## src/pkg/pwrseq_pkg.sv

```systemverilog
`default_nettype none
package pwrseq_pkg;

	localparam int CLK_HZ         = 20_000_000;
	localparam int CYC_PER_MS     = CLK_HZ / 1000;
	localparam int TIMER_W        = 28;

	// times in their own units
	localparam int ON_DEBOUNCE_MS = 100;
	localparam int UART_ON_S      = 5;
	localparam int STATUS_ON_S    = 6;
	localparam int DETACH_MS      = 500;
	localparam int OFF_STATUS_S   = 2;
	localparam int LONG_HOLD_S    = 10;
	localparam int RESET_PULSE_MS = 10;

	// derived cycle counts (exact multiples, no rounding needed)
	localparam int ON_DEBOUNCE_CYC = ON_DEBOUNCE_MS * CYC_PER_MS;
	localparam int UART_ON_CYC     = UART_ON_S * CLK_HZ;
	localparam int STATUS_ON_CYC   = STATUS_ON_S * CLK_HZ;
	localparam int DETACH_CYC      = DETACH_MS * CYC_PER_MS;
	localparam int OFF_STATUS_CYC  = OFF_STATUS_S * CLK_HZ;
	localparam int LONG_HOLD_CYC   = LONG_HOLD_S * CLK_HZ;
	localparam int RESET_PULSE_CYC = RESET_PULSE_MS * CYC_PER_MS;

	// idle levels of the pins (pull-up on key, pull-down on boot)
	localparam logic KEY_IDLE  = 1'b1;
	localparam logic BOOT_IDLE = 1'b0;

	typedef enum logic [6:0] {
		st_off     = 7'h01,
		st_boot    = 7'h02,
		st_on      = 7'h04,
		st_saving  = 7'h08,
		st_detach  = 7'h10,
		st_save    = 7'h20,
		st_reset   = 7'h40
	} seq_state_e;

endpackage
`default_nettype wire

```

## src/logic/pin_sync.sv

```systemverilog
`timescale 1ns/1ps
`default_nettype none
module pin_sync #(
	parameter int         WIDTH   = 2,
	parameter logic [1:0] RST_VAL = 2'h0
) (
	input  wire logic             sys_clk,
	input  wire logic             srst,
	input  wire logic             clk_en,
	input  wire logic [WIDTH-1:0] pin_in,
	output logic      [WIDTH-1:0] pin_out
);

	logic [WIDTH-1:0] meta_reg;
	logic [WIDTH-1:0] meta_next;
	logic [WIDTH-1:0] sync_reg;
	logic [WIDTH-1:0] sync_next;

	//////////////////////////////////////////////////////////////////////
	// two-flop synchroniser
	genvar i;
	generate
		for (i = 0; i < WIDTH; i++) begin : g_bit
			always_comb begin
				meta_next[i] = clk_en ? pin_in[i] : meta_reg[i];
				sync_next[i] = clk_en ? meta_reg[i] : sync_reg[i];
			end
			always_ff @(posedge sys_clk) begin
				if (srst) begin
					meta_reg[i] <= RST_VAL[i];
					sync_reg[i] <= RST_VAL[i];
				end else begin
					meta_reg[i] <= meta_next[i];
					sync_reg[i] <= sync_next[i];
				end
			end
		end
	endgenerate

	assign pin_out = sync_reg;

endmodule
`default_nettype wire

```

## src/logic/key_hold_timer.sv

```systemverilog
`timescale 1ns/1ps
`default_nettype none
module key_hold_timer #(
	parameter int DEBOUNCE_CYC = 2_000_000,
	parameter int LONG_CYC     = 200_000_000
) (
	input  wire logic sys_clk,
	input  wire logic srst,
	input  wire logic clk_en,
	input  wire logic key_low,
	output logic      press_valid,
	output logic      long_release
);
	import pwrseq_pkg::*;

	localparam logic [TIMER_W-1:0] DEB_LAST = TIMER_W'(DEBOUNCE_CYC - 1);
	localparam logic [TIMER_W-1:0] LONG_MAX = TIMER_W'(LONG_CYC);

	logic [TIMER_W-1:0] low_cnt_reg;
	logic [TIMER_W-1:0] low_cnt_next;
	logic               press_reg;
	logic               press_next;
	logic               long_reg;
	logic               long_next;

	//////////////////////////////////////////////////////////////////////
	always_comb begin
		low_cnt_next = low_cnt_reg;
		// held while frozen so a pulse is not lost under a low enable
		press_next   = press_reg;
		long_next    = long_reg;
		if (clk_en) begin
			press_next = 1'b0;
			long_next  = 1'b0;
			if (key_low) begin
				if (low_cnt_reg == DEB_LAST)
					press_next = 1'b1;
				// saturate so a stuck key never wraps into a new press
				if (low_cnt_reg != LONG_MAX)
					low_cnt_next = low_cnt_reg + 1'b1;
			end else begin
				long_next    = (low_cnt_reg == LONG_MAX);
				low_cnt_next = '0;
			end
		end
	end

	always_ff @(posedge sys_clk) begin
		if (srst) begin
			low_cnt_reg <= '0;
			press_reg   <= 1'b0;
			long_reg    <= 1'b0;
		end else begin
			low_cnt_reg <= low_cnt_next;
			press_reg   <= press_next;
			long_reg    <= long_next;
		end
	end

	assign press_valid  = press_reg;
	assign long_release = long_reg;

endmodule
`default_nettype wire

```

## src/logic/power_key_sequencer.sv

```systemverilog
`timescale 1ns/1ps
`default_nettype none
module power_key_sequencer
	import pwrseq_pkg::*;
#(
	parameter int ON_DEBOUNCE_CYC = pwrseq_pkg::ON_DEBOUNCE_CYC,
	parameter int UART_ON_CYC     = pwrseq_pkg::UART_ON_CYC,
	parameter int STATUS_ON_CYC   = pwrseq_pkg::STATUS_ON_CYC,
	parameter int DETACH_CYC      = pwrseq_pkg::DETACH_CYC,
	parameter int OFF_STATUS_CYC  = pwrseq_pkg::OFF_STATUS_CYC,
	parameter int LONG_HOLD_CYC   = pwrseq_pkg::LONG_HOLD_CYC,
	parameter int RESET_PULSE_CYC = pwrseq_pkg::RESET_PULSE_CYC
) (
	input  wire logic sys_clk,
	input  wire logic srst,
	input  wire logic clk_en,
	input  wire logic power_key,
	input  wire logic boot_request_in,
	input  wire logic power_off_command,
	input  wire logic power_saving_request,
	input  wire logic supply_over_voltage,
	input  wire logic supply_under_voltage,
	input  wire logic over_temperature,
	input  wire logic under_temperature,
	output logic      status,
	output logic      uart_enable,
	output logic      power_enable,
	output logic      network_detach_req,
	output logic      save_data_req,
	output logic      system_reset,
	output logic      power_saving_state
);
	import pwrseq_pkg::*;

	localparam logic [TIMER_W-1:0] UART_LAST   = TIMER_W'(UART_ON_CYC - 1);
	localparam logic [TIMER_W-1:0] STATUS_LAST = TIMER_W'(STATUS_ON_CYC - 1);
	localparam logic [TIMER_W-1:0] DETACH_LAST = TIMER_W'(DETACH_CYC - 1);
	localparam logic [TIMER_W-1:0] OFF_LAST    = TIMER_W'(OFF_STATUS_CYC - 1);
	localparam logic [TIMER_W-1:0] RESET_LAST  = TIMER_W'(RESET_PULSE_CYC - 1);

	function automatic logic is_up(input seq_state_e s);
		is_up = (s == st_on) || (s == st_saving) ||
			(s == st_detach) || (s == st_save);
	endfunction

	logic [1:0]         pins_sync;
	logic               key_low;
	logic               boot_sync;
	logic               press_valid;
	logic               long_release;
	logic               fault;

	seq_state_e         state_reg;
	seq_state_e         state_next;
	logic [TIMER_W-1:0] timer_reg;
	logic [TIMER_W-1:0] timer_next;
	logic               pending_on_reg;
	logic               pending_on_next;
	logic               boot_prev_reg;
	logic               boot_prev_next;
	logic               boot_rise;

	logic               status_reg;
	logic               status_next;
	logic               uart_reg;
	logic               uart_next;
	logic               power_reg;
	logic               power_next;
	logic               detach_reg;
	logic               detach_next;
	logic               save_reg;
	logic               save_next;
	logic               sys_reset_reg;
	logic               sys_reset_next;
	logic               saving_reg;
	logic               saving_next;

	//////////////////////////////////////////////////////////////////////
	// pins cross into the clock domain
	pin_sync #(
		.WIDTH   (2),
		.RST_VAL ({BOOT_IDLE, KEY_IDLE})
	) u_pin_sync (
		.sys_clk (sys_clk),
		.srst    (srst),
		.clk_en  (clk_en),
		.pin_in  ({boot_request_in, power_key}),
		.pin_out (pins_sync)
	);

	// the single key feeds on, wake from saving and reset
	assign key_low   = ~pins_sync[0];
	assign boot_sync = pins_sync[1];
	assign boot_rise = boot_sync & ~boot_prev_reg;

	key_hold_timer #(
		.DEBOUNCE_CYC (ON_DEBOUNCE_CYC),
		.LONG_CYC     (LONG_HOLD_CYC)
	) u_key_hold_timer (
		.sys_clk      (sys_clk),
		.srst         (srst),
		.clk_en       (clk_en),
		.key_low      (key_low),
		.press_valid  (press_valid),
		.long_release (long_release)
	);

	assign fault = supply_over_voltage | supply_under_voltage |
		over_temperature | under_temperature;

	//////////////////////////////////////////////////////////////////////
	always_comb begin
		state_next      = state_reg;
		timer_next      = timer_reg;
		pending_on_next = pending_on_reg;
		boot_prev_next  = boot_prev_reg;
		if (clk_en) begin
			boot_prev_next = boot_sync;
			timer_next     = timer_reg + 1'b1;
			case (state_reg)
				st_off: begin
					// debounced press, boot edge or queued request
					if (press_valid || boot_rise || pending_on_reg) begin
						state_next      = st_boot;
						timer_next      = '0;
						pending_on_next = 1'b0;
					end
				end
				st_boot: begin
					if (fault) begin
						state_next = st_detach;
						timer_next = '0;
					// initialisation done at fixed point in window
					end else if (timer_reg == STATUS_LAST) begin
						state_next = st_on;
					end
				end
				st_on: begin
					// off request opens with network detach
					if (fault || power_off_command) begin
						state_next = st_detach;
						timer_next = '0;
					end else if (power_saving_request) begin
						state_next = st_saving;
					end
				end
				st_saving: begin
					if (fault) begin
						state_next = st_detach;
						timer_next = '0;
					// wake on raw synced key or boot level
					end else if (key_low || boot_sync) begin
						state_next = st_on;
					end
				end
				st_detach: begin
					if (timer_reg == DETACH_LAST)
						state_next = st_save;
				end
				st_save: begin
					// timer runs on from the request
					if (timer_reg == OFF_LAST)
						state_next = st_off;
				end
				st_reset: begin
					if (timer_reg == RESET_LAST) begin
						state_next = st_boot;
						timer_next = '0;
					end
				end
				default: begin
					state_next = st_off;
					timer_next = '0;
				end
			endcase
			// a press during shutdown is kept, not dropped
			if ((state_reg == st_detach || state_reg == st_save) &&
				(press_valid || boot_rise))
				pending_on_next = 1'b1;
			// long hold overrides any powered state
			if (long_release && state_reg != st_off) begin
				state_next      = st_reset;
				timer_next      = '0;
				pending_on_next = 1'b0;
			end
		end
	end

	always_ff @(posedge sys_clk) begin
		if (srst) begin
			state_reg      <= st_off;
			timer_reg      <= '0;
			pending_on_reg <= 1'b0;
			boot_prev_reg  <= BOOT_IDLE;
		end else begin
			state_reg      <= state_next;
			timer_reg      <= timer_next;
			pending_on_reg <= pending_on_next;
			boot_prev_reg  <= boot_prev_next;
		end
	end

	//////////////////////////////////////////////////////////////////////
	always_comb begin
		// shutdown keeps status only if boot had finished
		status_next    = (state_next == st_on) ||
			(state_next == st_saving) || (is_up(state_next) && status_reg);
		// serial port comes up inside the boot window
		uart_next      = status_next || (is_up(state_next) && uart_reg) ||
			(state_next == st_boot && timer_next >= UART_LAST);
		power_next     = (state_next != st_off);
		detach_next    = (state_next == st_detach);
		save_next      = (state_next == st_save);
		sys_reset_next = (state_next == st_reset);
		saving_next    = (state_next == st_saving);
	end

	always_ff @(posedge sys_clk) begin
		if (srst) begin
			status_reg    <= 1'b0;
			uart_reg      <= 1'b0;
			power_reg     <= 1'b0;
			detach_reg    <= 1'b0;
			save_reg      <= 1'b0;
			sys_reset_reg <= 1'b0;
			saving_reg    <= 1'b0;
		end else begin
			status_reg    <= status_next;
			uart_reg      <= uart_next;
			power_reg     <= power_next;
			detach_reg    <= detach_next;
			save_reg      <= save_next;
			sys_reset_reg <= sys_reset_next;
			saving_reg    <= saving_next;
		end
	end

	assign status             = status_reg;
	assign uart_enable        = uart_reg;
	assign power_enable       = power_reg;
	assign network_detach_req = detach_reg;
	assign save_data_req      = save_reg;
	assign system_reset       = sys_reset_reg;
	assign power_saving_state = saving_reg;
endmodule
`default_nettype wire

```

## config.mk

```make
export PLATFORM = sky130hd
export DESIGN_NAME = power_key_sequencer
export DESIGN_NICKNAME = d
export VERILOG_FILES = /design/src/pkg/pwrseq_pkg.sv /design/src/logic/pin_sync.sv /design/src/logic/key_hold_timer.sv /design/src/logic/power_key_sequencer.sv
export SDC_FILE = /design/constraint.sdc
export NUM_CORES = 1
export LEC_CHECK = 0
export ABC_AREA = 1
export ABC_CLOCK_PERIOD_IN_PS = 4700
export BUFFER_PORTS_ARGS = -buffer_cell sky130_fd_sc_hd__buf_2
export CORE_MARGIN = 4
export CORE_UTILIZATION = 35
export DETAILED_ROUTE_END_ITERATION = 10
export PLACE_DENSITY = 0.47
export REMOVE_ABC_BUFFERS = 1
export SETUP_SLACK_MARGIN = 0.2
export SLEW_MARGIN = 15
export SYNTH_ARGS = -nofsm -noshare
export SYNTH_HDL_FRONTEND = slang
export SYNTH_SLANG_ARGS = --single-unit
export TNS_END_PERCENT = 30
```

## constraint.sdc

```tcl
create_clock -name sys_clk -period 4.7 [get_ports sys_clk]
set_input_delay 0.94 -clock sys_clk [delete_from_list [all_inputs] [get_ports sys_clk]]
set_output_delay 0.94 -clock sys_clk [all_outputs]
set_load 0.01 [all_outputs]
```

==> metrics.cfg <==
[drt]
ant_nets=0
drt_wl_total_um=16700
wl_per_cell_um=15.2
drtIter0Drc=488
via_per_inst=5.25
dr.pass1.iters=5
drcViolationCount=0
vias=5775

[yosys]
ys_seq_elements=78
synth_xor_area_frac=0.0326
ys_seq_area_frac=0.291
synth_edf_count=0
synth.yosys.warnings=0
syn_area_per_cell_sq_um=5.93
ys_async_sr_fraction=0
netlist_area_sq_um=5370
netlist_instances=905
synthAdderAreaFrac=0.00699
ys.flop_type=dfxtp_1
synth.area.mux_share=0.00187
ys_types=41
synth_top_family_by_area=simple AND/OR/NAND/NOR gates
yosys.area_share.simple=0.480
synth-compound-area-share=0.0895

[grt]
antenna_found_initial=0
grt_pass1_wl_um=27700
grtUsageTotal=0.195
grt_max_degree=44
overflow=0
grt_pass1_vias=5515

[cells_and_area]
finalNetCount=926
areaGrowthSynthToFinish_pct=9.61
final_area_sq_um=5880
layout_commonest_cell=nand2_1
layout-drive-gt1-share=0.0774
antennaDiodeCount=0
layout_common_cells=nand2_1, nor2_1, inv_1

[critical_path]
cp.required_ns=4.92
critPathLaunchType=input pin
path_class=input pin to flip-flop
worst_setup_path_end_kind=flip-flop
arrival_ns=3.28
path_max_fanout=29

[die]
die_w_um=132
num_rows=44
start_util=0.364
core_area_sq_um=14800
io_pins=18
die_area_sq_um=17400
fp.dieH_um=132

[placement]
hpwl_um=13000
dpl_cell_area_sq_um=5590
port_buffers=17
place.gp.congestion=0.909

[clocking]
clkSinkCount=78
cts_max_level=3
postCtsSetupRepairBufs=0
cts_hold_buf=0
cts_root_buf=clkbuf_16
cts_tree=built
path_clk_slew_ns=0.07
insertion_delay_ns=0.35
cts-resized-gates=0
clk_path_buf_depth=2
numCtsBuffers=9

[run]
maxCapViolCount=0

[sta]
clock_skew_ns=0.00836
setup_viol=0
fin_hold_ws_ns=0.465
tns_ns=0
finalCritPeriodShare=0.650
max_slew.worst_pin.slew_ns=0.665
rsz0062_at_grt=no
hold_violations=0
slew-limit-headroom=0.552
drv_slew=0
period_minus_slack_ns=3.06
max_freq_mhz=327

[power]
ir_worst_vdd_uv=176
power_mw=1.51
power_leakage_nw=2.35
p_per_area_nw_per_um2=257

[hold_path]
hold_path_class=flip-flop to flip-flop

[status]
status=finished clean

## synthesized netlist by cell type, types with 2 or more instances
cell / number / area [sq um]
nand3_1: 72 / 360
o22ai_1: 3 / 18.8
nor3_1: 40 / 200
xor2_1: 17 / 149
nor2_2: 6 / 37.5
o21ai_0: 29 / 145
ha_1: 3 / 37.5
clkbuf_1: 12 / 45.0
nor3_2: 4 / 40.0
dfxtp_1: 78 / 1560
buf_2: 8 / 40.0
inv_2: 8 / 30.0
nand4_1: 32 / 200
a21oi_1: 46 / 230
clkinv_1: 2 / 7.51
nand2_2: 6 / 37.5
nand3b_1: 5 / 37.5
and3_1: 2 / 12.5
xnor2_1: 3 / 26.3
nand2_4: 3 / 33.8
nand2_1: 229 / 860
nor2_4: 4 / 45.0
o21ai_1: 2 / 10.0
nor2_1: 160 / 601
nor4_1: 13 / 81.3
a211oi_1: 2 / 15.0
inv_1: 102 / 383
## power breakdown
part,internal [mW],total [mW],leakage [nW],switching [mW]
clock,0.372,0.703,0.141,0.331
sequential,0.669,0.677,0.631,0.00808
combinational,0.0346,0.133,1.57,0.0985
total,1.08,1.51,2.35,0.437
## cells by family (layout without fill, tap and decap cells)
kind of cell,after synthesis,in the layout
AOI/OAI and AO/OA,88,88
adders and majority gates,3,3
muxes,1,1
xor gates and xnor gates,20,20
buffers and inverters,135,147
and+or+nand+nor,580,580
DFF,78,78
## per-layer routing
metal  GRT usage  part of all wire  up-vias
met4      0.0648             0.018        0
met1       0.272              0.50     2694
met2       0.311              0.45      111
met3      0.0267             0.037       19
met5           0                 0        -
li1            -                 -     2951
## per-stage QoR
step	instances	setup slack, ns	util
CTS	1101	1.71	0.399
global route	1101	1.46	0.399
global placement	1085	1.41	0.379
finish	1101	1.64	0.399
detailed placement	1085	1.37	0.379
floorplan	882	2.17	-
## worst max-delay path, stage by stage
cell and delay (ns):
buf_2 0.53, inv_2 0.42, nor2_1 0.45, nand3b_1 0.16, nand2_1 0.12, nor2_1 0.06
a21oi_1 0.31, nand3_1 0.13, nand2_1 0.09, a21oi_2 0.05
## area by class of cell
class / instances / area [sq um]
fillers: 1619 / 8870
repair buffers: 19 / 100
multi-input cells: 692 / 3280
clock inverters: 7 / 65.1
inverters: 112 / 420
flip-flops and latches: 78 / 1560
clock buffers: 9 / 225
well taps: 184 / 230
## final timing paths
kind | to | slack (ns) | cells past startpoint | start
worst max-delay path | uart_enable$_SDFF_PP0_ | 1.64 | 10 | clk_en
worst min-delay path | u_key_hold_timer.press_valid$_SDFFE_PP0P_ | 0.47 | 2 | u_key_hold_timer.press_valid$_SDFFE_PP0P_
worst max register to register | uart_enable$_SDFF_PP0_ | 1.80 | 13 | timer_reg[0]$_SDFF_PP0_
worst min register to register | u_key_hold_timer.press_valid$_SDFFE_PP0P_ | 0.47 | 2 | u_key_hold_timer.press_valid$_SDFFE_PP0P_
(Power assumes the default switching activity.)
